[src/sfd_pkg.sv]
/*
 * Constants of the serial flash instruction decoder: opcodes, status bit
 * positions, protection boundaries, variant codes and array job kinds.
 * Assumes nothing of its surroundings.
 */
package sfd_pkg;
	// ****************************************************************
	// Opcodes
	// ****************************************************************
	localparam logic [7:0] OP_WREN = 8'h06;
	localparam logic [7:0] OP_WRDI = 8'h04;
	localparam logic [7:0] OP_RDSR = 8'h05;
	localparam logic [7:0] OP_WRSR = 8'h01;
	localparam logic [7:0] OP_READ = 8'h03;
	localparam logic [7:0] OP_FREAD = 8'h0B;
	localparam logic [7:0] OP_PROG = 8'h02;
	localparam logic [7:0] OP_SERASE = 8'hD8;
	localparam logic [7:0] OP_CERASE = 8'hC7;
	localparam logic [7:0] OP_PDOWN = 8'hB9;
	localparam logic [7:0] OP_RELPD = 8'hAB;
	localparam logic [7:0] OP_MFID = 8'h90;
	// ****************************************************************
	// Status byte layout and reset value
	// ****************************************************************
	localparam int ST_BUSY_BIT = 0;
	localparam int ST_WEL_BIT = 1;
	localparam int ST_BP_LSB = 2;
	localparam int ST_LOCK_BIT = 7;
	localparam logic [7:0] ST_WRITABLE = 8'h9C;
	localparam logic [7:0] ST_RESET = 8'h00;
	// ****************************************************************
	// Density variants and protection boundaries
	// ****************************************************************
	localparam logic [1:0] DENS_1M = 2'h0;
	localparam logic [1:0] DENS_2M = 2'h1;
	localparam logic [1:0] DENS_4M = 2'h2;
	localparam logic [23:0] P4_EIGHTH = 24'h07_0000;
	localparam logic [23:0] P4_QUARTER = 24'h06_0000;
	localparam logic [23:0] P4_HALF = 24'h04_0000;
	localparam logic [23:0] P4_TOP = 24'h07_FFFF;
	localparam logic [23:0] P2_QUARTER = 24'h03_0000;
	localparam logic [23:0] P2_HALF = 24'h02_0000;
	localparam logic [23:0] P2_TOP = 24'h03_FFFF;
	localparam logic [23:0] P1_TOP = 24'h01_FFFF;
	// ****************************************************************
	// Identification codes (values are arbitrary)
	// ****************************************************************
	localparam logic [7:0] MAKER_CODE = 8'h5A;
	localparam logic [7:0] PART_CODE_1M = 8'hA1;
	localparam logic [7:0] PART_CODE_2M = 8'hA2;
	localparam logic [7:0] PART_CODE_4M = 8'hA3;
	// ****************************************************************
	// Array job kinds and frame byte counts
	// ****************************************************************
	localparam logic [1:0] JOB_PROG = 2'h0;
	localparam logic [1:0] JOB_SERASE = 2'h1;
	localparam logic [1:0] JOB_CERASE = 2'h2;
	localparam logic [1:0] JOB_SWRITE = 2'h3;
	localparam logic [1:0] ADDR_BYTES_LEFT = 2'h2;
	localparam logic [1:0] DUMMY_BYTES_LEFT = 2'h2;
endpackage : sfd_pkg

[src/sfd_link_if.sv]
/*
 * Synchronised view of the serial link pins, passed from the pin
 * synchroniser to the decoder. Assumes one core clock on both ends.
 */
`timescale 1ns/1ns
interface sfd_link_if;
	logic cs_act;
	logic cs_rise;
	logic sck_rise;
	logic sck_fall;
	logic si;
	logic guard_n;
	modport src (output cs_act, cs_rise, sck_rise, sck_fall, si, guard_n);
	modport dst (input cs_act, cs_rise, sck_rise, sck_fall, si, guard_n);
endinterface : sfd_link_if

[src/sfd_decoder.sv]
/*
 * Instruction decoder and write protection of a small serial flash.
 * Frames instructions on select, decodes opcodes, keeps the status
 * byte, streams read data and identification, and hands program and
 * erase jobs to array logic on the same clock that answers JOB_DONE.
 */
// Function
// - 4M variant protects top 1/8, 1/4, 1/2, or all when top bit set.
// - 2M variant ignores top bit; 01, 10, 11 protect quarter, half, all.
// - 1M variant protects everything only when mid and low bits are set.
// - Select falling starts an instruction; first byte is the opcode.
// - Input bits arrive MSB first, sampled on rising serial clock.
// - Reads end on select high after any bit.
// - Write-type instructions run only if select rises on a byte boundary.
// - While busy, every instruction but status read is ignored.
// - Decode read, fast read with dummy, and page program with data.
// - Decode sector erase, chip erase, power-down and status write.
// - Opcode 06h sets the write latch.
// - Program, erase and status write need the write latch set.
// - Opcode 04h clears the write latch.
// - Write latch clears at reset and when a job completes.
// - Opcode 05h shifts the status byte out MSB first on falling edges.
// - Status read is accepted while busy, but is ignored in power-down.
// - Status byte repeats every eight clocks until select rises.
// - ABh plus three dummies leaves power-down and repeats part code.
// - 90h plus three bytes returns maker and part codes alternately.
// - Status bits: busy 0, latch 1, protect 4..2, lock 7.
// - Status bits 5 and 6 always read zero.
// - Lock bit set with guard pin low rejects status writes.
// - Program or sector erase into a protected range is not run.
`timescale 1ns/1ns
module sfd_decoder (
	// Clock and reset
	input wire logic CORE_CLK,
	input wire logic RST_N,
	// Serial link pins
	input wire logic SPI_CS_N,
	input wire logic SPI_SCK,
	input wire logic SERIAL_IN,
	output logic SERIAL_OUT,
	output logic SERIAL_OUT_OE,
	// Protection and variant
	input wire logic WRITE_GUARD_N,
	input wire logic [1:0] DENSITY_SEL,
	// Array job handshake
	output logic JOB_START,
	output logic [1:0] JOB_KIND,
	output logic [23:0] JOB_ADDR,
	input wire logic JOB_DONE,
	// Page data staging
	output logic DATA_STROBE,
	output logic [7:0] DATA_BYTE,
	output logic [23:0] DATA_ADDR,
	// Array read
	output logic [23:0] READ_ADDR,
	input wire logic [7:0] ARRAY_RDATA,
	// Status
	output logic [7:0] STATUS_BYTE,
	output logic POWERED_DOWN
);
	import sfd_pkg::*;

	typedef enum logic [2:0] {
		ST_OPC = 3'b000,
		ST_ADDR = 3'b001,
		ST_DUMMY = 3'b010,
		ST_OUT = 3'b011,
		ST_PROG = 3'b100,
		ST_STAT = 3'b101,
		ST_WAIT = 3'b110,
		ST_SKIP = 3'b111
	} sfd_state_e;

	sfd_link_if lnk();

	sfd_state_e state_r;
	logic [2:0] bit_cnt_r;
	logic [7:0] shin_r;
	logic [7:0] opc_r;
	logic [1:0] cnt_r;
	logic [23:0] addr_r;
	logic data_seen_r;
	logic [7:0] new_stat_r;
	logic busy_r;
	logic wel_r;
	logic [2:0] bp_r;
	logic lock_r;
	logic pd_r;
	logic [2:0] out_cnt_r;
	logic [7:0] osh_r;
	logic id_sel_r;
	logic [7:0] in_byte;
	logic byte_done;
	logic fetch;
	logic commit;
	logic [7:0] status;
	logic [7:0] part_code;
	logic [7:0] out_src;
	logic [7:0] out_nxt;

	// ****************************************************************
	// Functions
	// ****************************************************************
	function automatic logic prot_hit(input logic [23:0] a, input logic [2:0] bp,
			input logic [1:0] dens);
		logic hit;
		hit = 1'b0;
		case (dens)
			DENS_4M: begin
				if (bp[2]) begin
					hit = (a <= P4_TOP);
				end else begin
					case (bp[1:0])
						2'b01: hit = (a >= P4_EIGHTH) && (a <= P4_TOP);
						2'b10: hit = (a >= P4_QUARTER) && (a <= P4_TOP);
						2'b11: hit = (a >= P4_HALF) && (a <= P4_TOP);
						default: hit = 1'b0;
					endcase
				end
			end
			DENS_2M: begin
				case (bp[1:0])
					2'b01: hit = (a >= P2_QUARTER) && (a <= P2_TOP);
					2'b10: hit = (a >= P2_HALF) && (a <= P2_TOP);
					2'b11: hit = (a <= P2_TOP);
					default: hit = 1'b0;
				endcase
			end
			default: begin
				hit = bp[1] && bp[0] && (a <= P1_TOP);
			end
		endcase
		return hit;
	endfunction : prot_hit

	function automatic logic prot_any(input logic [2:0] bp, input logic [1:0] dens);
		logic any;
		case (dens)
			DENS_4M: any = (bp != 3'h0);
			DENS_2M: any = (bp[1:0] != 2'h0);
			default: any = bp[1] && bp[0];
		endcase
		return any;
	endfunction : prot_any

	// ****************************************************************
	// Pin synchroniser
	// ****************************************************************
	sfd_link_sync u_sync (
		.clk(CORE_CLK),
		.rst_n(RST_N),
		.cs_n_pin(SPI_CS_N),
		.sck_pin(SPI_SCK),
		.si_pin(SERIAL_IN),
		.guard_n_pin(WRITE_GUARD_N),
		.lnk(lnk.src)
	);

	// ****************************************************************
	// Decode helpers
	// ****************************************************************
	assign in_byte = {shin_r[6:0], lnk.si};
	assign byte_done = lnk.sck_rise && (bit_cnt_r == 3'h7);
	assign fetch = lnk.sck_fall && (state_r == ST_OUT) && (out_cnt_r == 3'h0);
	assign commit = lnk.cs_rise && (bit_cnt_r == 3'h0);
	assign status = {lock_r, 2'b00, bp_r, wel_r, busy_r};

	always_comb begin
		case (DENSITY_SEL)
			DENS_4M: part_code = PART_CODE_4M;
			DENS_2M: part_code = PART_CODE_2M;
			default: part_code = PART_CODE_1M;
		endcase
	end

	always_comb begin
		case (opc_r)
			OP_READ, OP_FREAD: out_src = ARRAY_RDATA;
			OP_RELPD: out_src = part_code;
			OP_MFID: out_src = id_sel_r ? part_code : MAKER_CODE;
			default: out_src = status;
		endcase
	end

	// ****************************************************************
	// Bit framing
	// ****************************************************************
	always_ff @(posedge CORE_CLK) begin
		if (!RST_N || !lnk.cs_act) begin
			bit_cnt_r <= 3'h0;
			shin_r <= 8'h00;
		end else if (lnk.sck_rise) begin
			bit_cnt_r <= bit_cnt_r + 3'h1;
			shin_r <= in_byte;
		end
	end

	// ****************************************************************
	// Instruction decoder
	// ****************************************************************
	always_ff @(posedge CORE_CLK) begin
		if (!RST_N || !lnk.cs_act) begin
			state_r <= ST_OPC;
			cnt_r <= 2'h0;
			data_seen_r <= 1'b0;
			if (!RST_N) begin
				opc_r <= 8'h00;
				addr_r <= 24'h00_0000;
				new_stat_r <= ST_RESET;
			end
		end else if (byte_done) begin
			case (state_r)
				ST_OPC: begin
					opc_r <= in_byte;
					if (busy_r && in_byte != OP_RDSR) begin
						state_r <= ST_SKIP;
					end else if (pd_r && in_byte != OP_RELPD) begin
						state_r <= ST_SKIP;
					end else begin
						case (in_byte)
							OP_READ, OP_FREAD, OP_PROG, OP_SERASE: begin
								state_r <= ST_ADDR;
								cnt_r <= ADDR_BYTES_LEFT;
							end
							OP_RDSR: state_r <= ST_OUT;
							OP_WRSR: state_r <= ST_STAT;
							OP_WREN, OP_WRDI, OP_CERASE, OP_PDOWN: state_r <= ST_WAIT;
							OP_RELPD, OP_MFID: begin
								state_r <= ST_DUMMY;
								cnt_r <= DUMMY_BYTES_LEFT;
							end
							default: state_r <= ST_SKIP;
						endcase
					end
				end
				ST_ADDR: begin
					addr_r <= {addr_r[15:0], in_byte};
					cnt_r <= cnt_r - 2'h1;
					if (cnt_r == 2'h0) begin
						case (opc_r)
							OP_READ: state_r <= ST_OUT;
							OP_FREAD: begin
								// One dummy byte only, not the three of the id reads
								state_r <= ST_DUMMY;
								cnt_r <= 2'h0;
							end
							OP_PROG: state_r <= ST_PROG;
							default: state_r <= ST_WAIT;
						endcase
					end
				end
				ST_DUMMY: begin
					cnt_r <= cnt_r - 2'h1;
					if (cnt_r == 2'h0) begin
						state_r <= ST_OUT;
					end
				end
				ST_PROG: begin
					data_seen_r <= 1'b1;
					addr_r[7:0] <= addr_r[7:0] + 8'h01;
				end
				ST_STAT: begin
					new_stat_r <= in_byte;
					state_r <= ST_WAIT;
				end
				default: state_r <= state_r;
			endcase
		end else if (fetch && (opc_r == OP_READ || opc_r == OP_FREAD)) begin
			addr_r <= addr_r + 24'h00_0001;
		end
	end

	// ****************************************************************
	// Status bits and job launch
	// ****************************************************************
	always_ff @(posedge CORE_CLK) begin
		if (!RST_N) begin
			busy_r <= 1'b0;
			wel_r <= 1'b0;
			bp_r <= ST_RESET[4:2];
			lock_r <= ST_RESET[7];
			pd_r <= 1'b0;
			JOB_START <= 1'b0;
			JOB_KIND <= JOB_PROG;
			JOB_ADDR <= 24'h00_0000;
		end else begin
			JOB_START <= 1'b0;
			if (busy_r && JOB_DONE) begin
				busy_r <= 1'b0;
				wel_r <= 1'b0;
			end
			if (byte_done && state_r == ST_DUMMY && cnt_r == 2'h0 && opc_r == OP_RELPD) begin
				pd_r <= 1'b0;
			end
			if (commit && state_r == ST_WAIT) begin
				case (opc_r)
					OP_WREN: wel_r <= 1'b1;
					OP_WRDI: wel_r <= 1'b0;
					OP_PDOWN: pd_r <= 1'b1;
					OP_CERASE: begin
						if (wel_r && !prot_any(bp_r, DENSITY_SEL)) begin
							busy_r <= 1'b1;
							JOB_START <= 1'b1;
							JOB_KIND <= JOB_CERASE;
							JOB_ADDR <= 24'h00_0000;
						end
					end
					OP_SERASE: begin
						if (wel_r && !prot_hit(addr_r, bp_r, DENSITY_SEL)) begin
							busy_r <= 1'b1;
							JOB_START <= 1'b1;
							JOB_KIND <= JOB_SERASE;
							JOB_ADDR <= addr_r;
						end
					end
					OP_WRSR: begin
						if (wel_r && !(lock_r && !lnk.guard_n)) begin
							busy_r <= 1'b1;
							JOB_START <= 1'b1;
							JOB_KIND <= JOB_SWRITE;
							JOB_ADDR <= 24'h00_0000;
							bp_r <= new_stat_r[4:2];
							lock_r <= new_stat_r[ST_LOCK_BIT];
						end
					end
					default: busy_r <= busy_r;
				endcase
			end
			if (commit && state_r == ST_PROG && data_seen_r && wel_r) begin
				if (!prot_hit(addr_r, bp_r, DENSITY_SEL)) begin
					busy_r <= 1'b1;
					JOB_START <= 1'b1;
					JOB_KIND <= JOB_PROG;
					JOB_ADDR <= addr_r;
				end
			end
		end
	end

	// ****************************************************************
	// Page data staging
	// ****************************************************************
	always_ff @(posedge CORE_CLK) begin
		if (!RST_N) begin
			DATA_STROBE <= 1'b0;
			DATA_BYTE <= 8'h00;
			DATA_ADDR <= 24'h00_0000;
		end else begin
			DATA_STROBE <= byte_done && (state_r == ST_PROG);
			if (byte_done && state_r == ST_PROG) begin
				DATA_BYTE <= in_byte;
				DATA_ADDR <= addr_r;
			end
		end
	end

	// ****************************************************************
	// Serial output
	// ****************************************************************
	assign out_nxt = (out_cnt_r == 3'h0) ? out_src : osh_r;

	always_ff @(posedge CORE_CLK) begin
		if (!RST_N || !lnk.cs_act) begin
			SERIAL_OUT <= 1'b0;
			SERIAL_OUT_OE <= 1'b0;
			out_cnt_r <= 3'h0;
			osh_r <= 8'h00;
			id_sel_r <= 1'b0;
		end else begin
			SERIAL_OUT_OE <= (state_r == ST_OUT);
			if (lnk.sck_fall && state_r == ST_OUT) begin
				SERIAL_OUT <= out_nxt[7];
				osh_r <= {out_nxt[6:0], 1'b0};
				out_cnt_r <= out_cnt_r + 3'h1;
				if (out_cnt_r == 3'h7) begin
					id_sel_r <= ~id_sel_r;
				end
			end
		end
	end

	// ****************************************************************
	// Registered outputs
	// ****************************************************************
	always_ff @(posedge CORE_CLK) begin
		if (!RST_N) begin
			READ_ADDR <= 24'h00_0000;
			STATUS_BYTE <= ST_RESET;
			POWERED_DOWN <= 1'b0;
		end else begin
			READ_ADDR <= addr_r;
			STATUS_BYTE <= status;
			POWERED_DOWN <= pd_r;
		end
	end
endmodule : sfd_decoder

[src/sfd_link_sync.sv]
/*
 * Two-flop synchronisers for the link pins and edge detection of the
 * serial clock and select. Assumes the pins are asynchronous to clk.
 */
`timescale 1ns/1ns
module sfd_link_sync (
	// Clock and reset
	input wire logic clk,
	input wire logic rst_n,
	// Raw pins
	input wire logic cs_n_pin,
	input wire logic sck_pin,
	input wire logic si_pin,
	input wire logic guard_n_pin,
	// Synchronised link
	sfd_link_if.src lnk
);
	logic [3:0] meta_r;
	logic [3:0] sync_r;
	logic sck_d_r;
	logic cs_n_d_r;

	// ****************************************************************
	// Synchronisers and edge history
	// ****************************************************************
	always_ff @(posedge clk) begin
		if (!rst_n) begin
			meta_r <= 4'hF;
			sync_r <= 4'hF;
			sck_d_r <= 1'b0;
			cs_n_d_r <= 1'b1;
		end else begin
			meta_r <= {guard_n_pin, si_pin, sck_pin, cs_n_pin};
			sync_r <= meta_r;
			sck_d_r <= sync_r[1];
			cs_n_d_r <= sync_r[0];
		end
	end

	assign lnk.cs_act = ~sync_r[0];
	assign lnk.cs_rise = sync_r[0] & ~cs_n_d_r;
	assign lnk.sck_rise = ~sync_r[0] & sync_r[1] & ~sck_d_r;
	assign lnk.sck_fall = ~sync_r[0] & ~sync_r[1] & sck_d_r;
	assign lnk.si = sync_r[2];
	assign lnk.guard_n = sync_r[3];
endmodule : sfd_link_sync

[config.mk]
export PLATFORM = sky130hd
export DESIGN_NAME = sfd_decoder
export DESIGN_NICKNAME = d
export VERILOG_FILES = /design/src/sfd_pkg.sv /design/src/sfd_link_if.sv /design/src/sfd_decoder.sv /design/src/sfd_link_sync.sv
export SDC_FILE = /design/constraint.sdc
export NUM_CORES = 1
export LEC_CHECK = 0
export ABC_AREA = 1
export BUFFER_PORTS_ARGS = -buffer_cell sky130_fd_sc_hd__buf_2
export CORE_ASPECT_RATIO = 0.75
export CORE_MARGIN = 2
export CORE_UTILIZATION = 30
export DETAILED_ROUTE_END_ITERATION = 10
export PLACE_DENSITY_LB_ADDON = 0.15
export SYNTH_ARGS = -nofsm -noshare
export SYNTH_HDL_FRONTEND = slang
export SYNTH_SLANG_ARGS = --single-unit
[constraint.sdc]
create_clock -name CORE_CLK -period 5.4 [get_ports CORE_CLK]
set_clock_uncertainty 0.2 [all_clocks]
set_input_delay 0.27 -clock CORE_CLK [delete_from_list [all_inputs] [get_ports CORE_CLK]]
set_output_delay 0.27 -clock CORE_CLK [all_outputs]
set_load 0.005 [all_outputs]
After elaboration in Yosys (flattened, before gate mapping):

Cells that the tools add are included.

* $mul: 0
* shift-type cells: 0
* equality and inequality tests: 46
* divide/modulo/power cells: 0
* bitwise logic cells: 10
* muxes and demuxes: 78
* reductions and logical operators: 61
* order comparisons: 8
* $add $sub $neg: 5

Operator list (count)
* $mux 24: 10
* $eq 8x8->1 const B: 10
* $ge 24x19->1 const B: 3
* $mux 8: 9
* $pmux 24 s3: 1
* $ge 24x18->1 const B: 2
* $eq 8x3->1 const B: 5
* $eq 8x2->1 const B: 4
* $logic_and 1x1->1: 27
* $mux 1: 27
* $add 24x1->24 const B: 1
* $le 24x17->1 const B: 1
* $le 24x18->1 const B: 1
* $le 24x19->1 const B: 1
* $pmux 8 s3: 1
* $mux 2: 11
* $eq 8x1->1 const B: 2
* $eq 8x4->1 const B: 2
* $mux 16: 1
* $pmux 8 s2: 1
* $eq 3x3->1 const B: 5
* $pmux 3 s5: 1
* $mux 3: 4
* $ne 2x2->1 const B: 6
* other kinds (35): 72

* latch bits: 0
* memory bits (read-only): 0
* flip-flop bits (word level): 179
* bits in writable memories: 0
* bits of input ports: 17
* memories: 0
* logic and storage cells: 241

Longest topological paths before layout:

Gate-level depths: netlist of the first run.

* depth in word-level cells: 15
* depth in mapped cells: 15
* mapped depth without buffers: 14

Cells and area by module:

Synthesis of the first run repeated with hierarchy kept, for this count alone.

* cell total of the unflattened synthesis: 1141
* area total of the unflattened synthesis: 8435.6 um^2

Modules (own cells, without submodules)
* sfd_decoder: area each 8127.8 um^2, sequential area each 3623.5 um^2, times used 1, cells an instance 1105
* sfd_link_sync: area each 307.8 um^2, sequential area each 200.2 um^2, times used 1, cells an instance 36

Worst setup path before layout of the first run:

Ideal clock, no wire load.

* path kind: reg2reg
* start point: register u_sync.sync_r[1]
* end point: register addr_r[10], enable pin
* setup slack: 2680 ps
* library setup time: 399 ps
* path buffers: 1
* cell stages (with the launch flop): 10
* data arrival time: 2121 ps
* data required time: 4801 ps
* cell sequence: dfxtp_1 -> nand2_1 -> nor2_4 -> nand2_1 -> inv_1 -> nor2_2 -> inv_1 -> buf_2 -> a21oi_1 -> a31oi_1

* word-level cells in the longest chain between the ends: 8
* elaborated cells on any way between the ends: 12
* those cells by class: eq/ne (1); bitwise (5); reduce/logical (6)

Ends and longest elaborated chain
* start, declared: RTL line sfd_link_sync.sv:19 `logic [3:0] sync_r;`
* start signal, assigned: RTL line sfd_link_sync.sv:34 `sync_r <= meta_r;`
* $not 1->1: RTL line sfd_link_sync.sv:43 `assign lnk.sck_fall = ~sync_r[0] & ~sync_r[1] & sck_d_r;`
* $and 1x1->1 (2 in a row): RTL line sfd_link_sync.sv:43
* $logic_and 1x1->1 (2 in a row): RTL line sfd_decoder.sv:164 `assign fetch = lnk.sck_fall && (state_r == ST_OUT) && (out_cnt_r == 3'h0);`
* $logic_and 1x1->1: RTL line sfd_decoder.sv:268 `end else if (fetch && (opc_r == OP_READ || opc_r == OP_FREAD)) begin`
* $reduce_bool 3->1 (no line)
* $reduce_and 2->1 (no line) (*)
* end signal, assigned: RTL line sfd_decoder.sv:237 `addr_r <= {addr_r[15:0], in_byte};`
* end signal, assigned: RTL line sfd_decoder.sv:269 `addr_r <= addr_r + 24'h00_0001;`
* end, declared: RTL line sfd_decoder.sv:81 `logic [23:0] addr_r;`

Every way passes the cells marked *; elsewhere a longest branch is shown, timed or not.
A chain may end at the register's enable or synchronous reset.

Worst setup path in the final report of the first run:

* start point: register u_sync.sync_r[1]
* end point: register addr_r[6], enable pin

The elaborated chain is that of the path after synthesis.

==> results.ini, run 1 <==
[floorplanning]
dieArea_um2 = 30600
fp.dieH_um = 152
io_pins = 112
fp.dieW_um = 201
start_util_pct = 30.3
rows = 54
core_um2 = 28900

[hold_path]
hold_class = in2reg
whs_path_depth = 5
hold_end = osh_r[3]$_SDFFE_PN0P_
min_from = ARRAY_RDATA[2]

[power_and_ir_drop]
power_frac_clock_pct = 44.7
p_comb_share_pct = 5.0
power.leakage_nw = 4.55
swShare_pct = 27.5
internal_power_mw = 2.01
totalPowerFinal_mw = 2.77
peakVddDrop_uv = 204
seq_power_share_pct = 50.3
p_switching_uw = 764
power_density_nw_per_um2 = 272

[synthesis]
synth.cells.most_frequent = nand2_1 (216), inv_1 (167), dfxtp_1 (137)
yosysSeqAreaShare_pct = 43.6
yosys_warnings = 0
netlist_top_cells_area = dfxtp_1 (31%), edfxtp_1 (12%), nand2_1 (9.2%)
synth_top_cell_by_area = dfxtp_1
async_reset_ff_share_pct = 0
syn_avg_cell_area_um2 = 7.53
synth-edff-count = 36
synth.most_common_cell = nand2_1
synth_top_area_share_pct = 31.3
syn_area_um2 = 8770
ys_ff_latch = 173
synthFlopType = dfxtp_1
postSynthCellCount = 1165
yosysUniqueCellTypes = 50

[worst_setup_path]
cp_data_arrival_time_ps = 3220
r2r_setup_slack_ps = 2060
cp_slowest_cell = a41oi_1
start_kind = flop
crit_buf_inv = 3
path_cells = nand2_1 > nor2_4 > nand2_1 > buf_4 > inv_1 > nor2_2 > inv_1 > a21oi_1 > a41oi_1
reg2reg_depth = 9
reg2reg_to = addr_r[6]$_DFFE_PP_
critPathMaxStageDelay_ps = 760
critPathKind = reg2reg
r2r-start = u_sync.sync_r[1]$_SDFF_PN1_
cp.required_ps = 5270
path_max_fanout = 15
cp-end-kind = flop
path_delay_family = buffers and inverters

[timing]
worst_pin_slew_ps = 1120
finalCritPeriodShare_pct = 61.9
rsz0062_at_grt = false
slew_headroom_pct = 25.7
setup_violations = 0
min_period_ps = 3340
max_freq_ghz = 0.299
final_max_slew_viol_count = 0
finalSetupTns_ps = 0
hold_violations = 0

[global_routing]
grt_pass1_vias = 7419
grt_remaining_overflow = 0
grt_pass1_wl_um = 43300
antenna_found_initial = 0
grt_max_degree = 56
grt.total_usage_pct = 18.2

[clock_network]
cts_tree = yes
cts_buffers = 17
clock_sinks = 173
clock_path_buffers = 2
h-tree-depth = 4
root_buffer = clkbuf_16
clk_pin_slew_ps = 70
clock_latency_ps = 450

[run]
drv_cap = 0

[layout]
fill_cells = 3148
area_delta_synth_final_pct = 16.4
fin_nets = 1284
drive_gt1_share_pct = 17.0
num_antenna_cells = 0
multi_input_area_um2 = 3970
regArea_um2 = 3820

[route]
wl_per_cell_um = 16.7
drtIter0Drc = 767
vias_per_cell = 4.80
finalWirelength_um = 27700
detail-route-antenna-nets = 0
first_pass_iters = 5
num_vias = 7951
drc_errors = 0

[placed_design]
place.gp.congestion = 0.874
hpwlAfterDp_um = 19800
port_buffers = 109

[status]
status = complete, no violations

registers in the layout (all words and copies together) (netlist names), 7 cells and up:
name       flops
DATA_ADDR     24
DATA_BYTE      8
JOB_ADDR      24
READ_ADDR     24
addr_r        24
opc_r          8
osh_r          7
shin_r         7
cells by family after synthesis:
group                    share of synthesized area (%)
AND/OR/NAND/NOR                                   20.9
flip-flops                                        43.6
other                                           0.0427
adder cells (fa/ha/maj)                           2.14
buffers and inverters                             11.3
AO/OA/AOI/OAI                                     20.7
XOR/XNOR                                          1.30
tightest hold or removal path, cell delays in order:
cell     delay, ps
buf_2          100
nand2_1         50
a31oi_1         70
o21ai_0         70
a21oi_1         60
through the flow:
stage	setup slack [ps]	util [%]	hold slack, ps	cells	area [um2]
final	2060	35.3	25.5	1657	10200
after floorplan	2680	-	177	1166	8780
after global routing	1790	35.3	47.3	1657	10200
after detailed placement	2020	33.1	201	1618	9570
after CTS	2050	35.3	17.7	1657	10200
after global placement	2090	33.1	198	1618	9570
cell type report:
type | instances | share of cell area, %
clock buffers | 18 | 4.20
clock inverters | 14 | 1.43
inverters | 178 | 6.54
multi-input cells | 757 | 38.9
flip-flops and latches | 173 | 37.4
well taps | 392 | 4.80
repair buffers | 125 | 6.69
how the worst max path moves through the flow:
stage / startpoint / end / slack, ps / cells after the start
floorplan: u_sync.sync_r[1]$_SDFF_PN1_ / addr_r[10]$_DFFE_PP_ / 2680 / 9
global placement: RST_N / addr_r[3]$_DFFE_PP_ / 2090 / 10
detailed placement: RST_N / addr_r[3]$_DFFE_PP_ / 2020 / 10
CTS: u_sync.sync_r[1]$_SDFF_PN1_ / addr_r[2]$_DFFE_PP_ / 2050 / 9
global route: u_sync.sync_r[1]$_SDFF_PN1_ / addr_r[2]$_DFFE_PP_ / 1790 / 9
finish: u_sync.sync_r[1]$_SDFF_PN1_ / addr_r[6]$_DFFE_PP_ / 2060 / 9
metal layers:
metal	up-vias	GRT usage, %	share of wire [%]
li1	3995	-	-
met1	3670	29.2	53
met2	264	24.2	39
met3	22	3.56	6.1
met4	0	4.66	1.3
met5	-	0	0
power groups by stage:
| stage | registers (mW) | logic (mW) | clock network, mW |
|---|---|---|---|
| floorplan | 1.40 | 0.0957 | 0 |
| global placement | 1.42 | 0.136 | 0 |
| detailed placement | 1.42 | 0.135 | 0 |
| CTS | 1.39 | 0.140 | 1.27 |
| global route | 1.40 | 0.157 | 1.31 |
| finish | 1.39 | 0.139 | 1.24 |
what timing repair did:
item / CTS / global route
hold buffers: 7 / 0
setup buffers: 0 / 0
gates resized for setup: 0 / 0
hold endpoints to repair: 7 / 0
layout by cell type, fill, tap and decap left out, types with 21 or more instances in the layout:
cell,instances
a21oi_1,115
buf_2,109
dfxtp_1,137
edfxtp_1,36
inv_1,167
nand2_1,216
nand3_1,38
nor2_1,95
o21ai_0,101
o21ai_2,22
o21bai_1,21
(Power assumes the default switching activity.)
==> run 2, diff against run 1 <==
==> constraint.sdc (replaced) <==
create_clock -name CORE_CLK -period 3 [get_ports CORE_CLK]
set_clock_uncertainty 0.2 [all_clocks]
set_input_delay 0.15 -clock CORE_CLK [delete_from_list [all_inputs] [get_ports CORE_CLK]]
set_output_delay 0.15 -clock CORE_CLK [all_outputs]
set_load 0.005 [all_outputs]
==> run 2 against run 1 <==
  * Count of clock-buffer cells in the layout stayed put
  * Register-to-register slack worse by 1600 ps
  * Cell area is 2.9% higher
  * Critical path type unchanged
  * Critical endpoint is now DATA_ADDR[9]$_SDFFE_PN0P_
==> results.ini, run 2 (synthesized netlist as in run 1, its figures left out) <==
[status]
status = complete, no violations

[worst_setup_path]
r2r_setup_slack_ps = 420  ; -1640 ps
cp_slowest_cell = nor2_4
path_max_fanout = 23  ; +8
reg2reg_to = DATA_ADDR[9]$_SDFFE_PN0P_
start_kind = flop
reg2reg_depth = 8  ; -1
cp_data_arrival_time_ps = 2720  ; -500 ps
cp.required_ps = 3140  ; -2130 ps
crit_start = u_sync.sync_r[1]$_SDFF_PN1_
critPathKind = reg2reg
critPathMaxStageDelay_ps = 410  ; -350 ps
cp-end-kind = flop
r2r-start = u_sync.sync_r[1]$_SDFF_PN1_
path_cells = nand2_1 > nor2_4 > nand2_1 > buf_4 > nor2_4 > inv_1 > nor2_1 > nor2_1

[route]
wl_per_cell_um = 16.6  ; -0.50%
vias_per_cell = 4.80  ; about the same
first_pass_iters = 5  ; unchanged
detail-route-antenna-nets = 0  ; unchanged
drtIter0Drc = 726  ; -5.3%
num_vias = 8089  ; +1.7%
drc_errors = 0  ; unchanged
finalWirelength_um = 28000  ; +1.2%

[clock_network]
post_cts_buffers = 0  ; unchanged
cts_tree = yes
clock_path_buffers = 2  ; unchanged
clock_sinks = 173  ; unchanged
h-tree-depth = 4  ; unchanged
root_buffer = clkbuf_16
cts_buffers = 17  ; unchanged
clock_latency_ps = 450  ; about the same
clk_pin_slew_ps = 70  ; about the same

[placed_design]
place.gp.congestion = 0.869  ; -0.48%
numPlacedInstances = 1640  ; +1.4%
pre_cts_slack_ps = 309  ; -1710 ps
hpwlAfterDp_um = 20000  ; +0.94%
port_buffers = 109  ; unchanged

[global_routing]
grt.total_usage_pct = 18.2  ; about the same
grt_remaining_overflow = 0  ; unchanged
grt_pass1_vias = 7336  ; -1.1%
grt_max_degree = 101  ; +80%
grt_pass1_wl_um = 43200  ; -0.13%
antenna_found_initial = 0  ; unchanged

[power_and_ir_drop]
peakVddDrop_uv = 324  ; +59%
power_density_nw_per_um2 = 485  ; +79%
power.leakage_nw = 4.71  ; +3.3%

[floorplanning]
fp.dieW_um = 201  ; unchanged
core_um2 = 28900  ; unchanged
fp.dieH_um = 152  ; unchanged
start_util_pct = 30.3  ; unchanged
rows = 54  ; unchanged
dieArea_um2 = 30600  ; unchanged
io_pins = 112  ; unchanged

[timing]
worst_pin_slew_ps = 712  ; -403 ps
setup_violations = 0  ; unchanged
max_freq_ghz = 0.387  ; +30%
finalSetupTns_ps = 0  ; unchanged
final_max_slew_viol_count = 0  ; unchanged
min_period_ps = 2580  ; -763 ps
rsz0062_at_grt = false
slew_headroom_pct = 52.5  ; +27 points
finalCritPeriodShare_pct = 86.0  ; +24 points
hold_violations = 0  ; unchanged
holdWs_ps = 19.6  ; -5.96 ps
worst_slack_ps = 419  ; -1640 ps

[hold_path]
whs_path_depth = 4  ; -1
min_from = RST_N
hold_end = u_sync.sck_d_r$_SDFF_PN0_
hold_class = in2reg

[layout]
fill_cells = 3104  ; -1.4%
final_common_cell = nand2_1
drive_gt1_share_pct = 18.3  ; +1.3 points
fin_nets = 1312  ; +2.2%
final_cells = 1685  ; +1.7%
num_antenna_cells = 0  ; unchanged
final_cell_mix = nand2_1 (216), inv_1 (167), dfxtp_1 (137), a21oi_1 (115), buf_2 (109)
final_core_util_pct = 36.3  ; +1.0 points
area_delta_synth_final_pct = 19.8

[run]
drv_cap = 0  ; unchanged

-- run 2: cell count changes in the layout (fill, tap and decap cells not counted), moves of 2 or more --
cell / previous run / this run
buf_4: 9 / 28
dlygate4sd3_1: 7 / 13
inv_6: 6 / 2
inv_8: 2 / 6
buf_12: 0 / 3
clkinvlp_4: 0 / 2
-- run 2: what timing repair did --
action                                  in CTS  in global routing
endpoints found under the hold margin       14                  0
resized for setup                            0                  1
endpoints found under the setup margin       0                  2
hold buffers                                13                  0
-- run 2: worst max path at each step --
stage | endpoint | slack, ps | cells past startpoint
2_1_floorplan | addr_r[10]$_DFFE_PP_ | 280 | 9
3_3_place_gp | JOB_ADDR[19]$_SDFF_PN0_ | 330 | 11
3_5_place_dp | JOB_ADDR[19]$_SDFF_PN0_ | 310 | 9
4_1_cts | JOB_ADDR[19]$_SDFF_PN0_ | 270 | 11
5_1_grt | DATA_ADDR[9]$_SDFFE_PN0P_ | 180 | 9
6_report | DATA_ADDR[9]$_SDFFE_PN0P_ | 420 | 8
-- run 2: critical path, delay by kind of cell, from the launching register on --
kind / cells / cell delay (ps)
simple gates: 6 / 1330
flops: 1 / 350
buf+inv: 2 / 590
-- run 2: metrics by stage --
stage	instance area [um2]	total power, mW
2_1_floorplan	8780	2.68
3_5_place_dp	9770	2.82
6_report	10500	5.10
5_1_grt	10500	5.29
3_3_place_gp	9770	2.82
4_1_cts	10500	5.14
-- run 2: power by group --
group | switching, mW | internal [mW]
logic | 0.195 | 0.102
clock network | 1.12 | 1.20
registers | 0.0600 | 2.43
-- run 2: layout make-up --
| cell class | instances | area, um2 | area share [%] |
|---|---|---|---|
| flip-flops and latches | 173 | 3820 | 36.4 |
| well taps | 392 | 490 | 4.67 |
| clock inverters | 14 | 171 | 1.63 |
| multi-input cells | 757 | 3980 | 37.9 |
| inverters | 178 | 668 | 6.36 |
| repair buffers | 153 | 946 | 9.00 |
| clock buffers | 18 | 429 | 4.08 |
-- run 2: per-layer routing --
| layer | wire (um) | up-vias | GRT usage, % | part of all wire, % |
|---|---|---|---|---|
| met1 | 15400 | 3775 | 29.7 | 55 |
| met5 | 0 | - | 0 | 0 |
| li1 | - | 4062 | - | - |
| met2 | 10800 | 241 | 23.9 | 39 |
| met4 | 186 | 0 | 3.40 | 0.66 |
| met3 | 1640 | 11 | 3.80 | 5.8 |
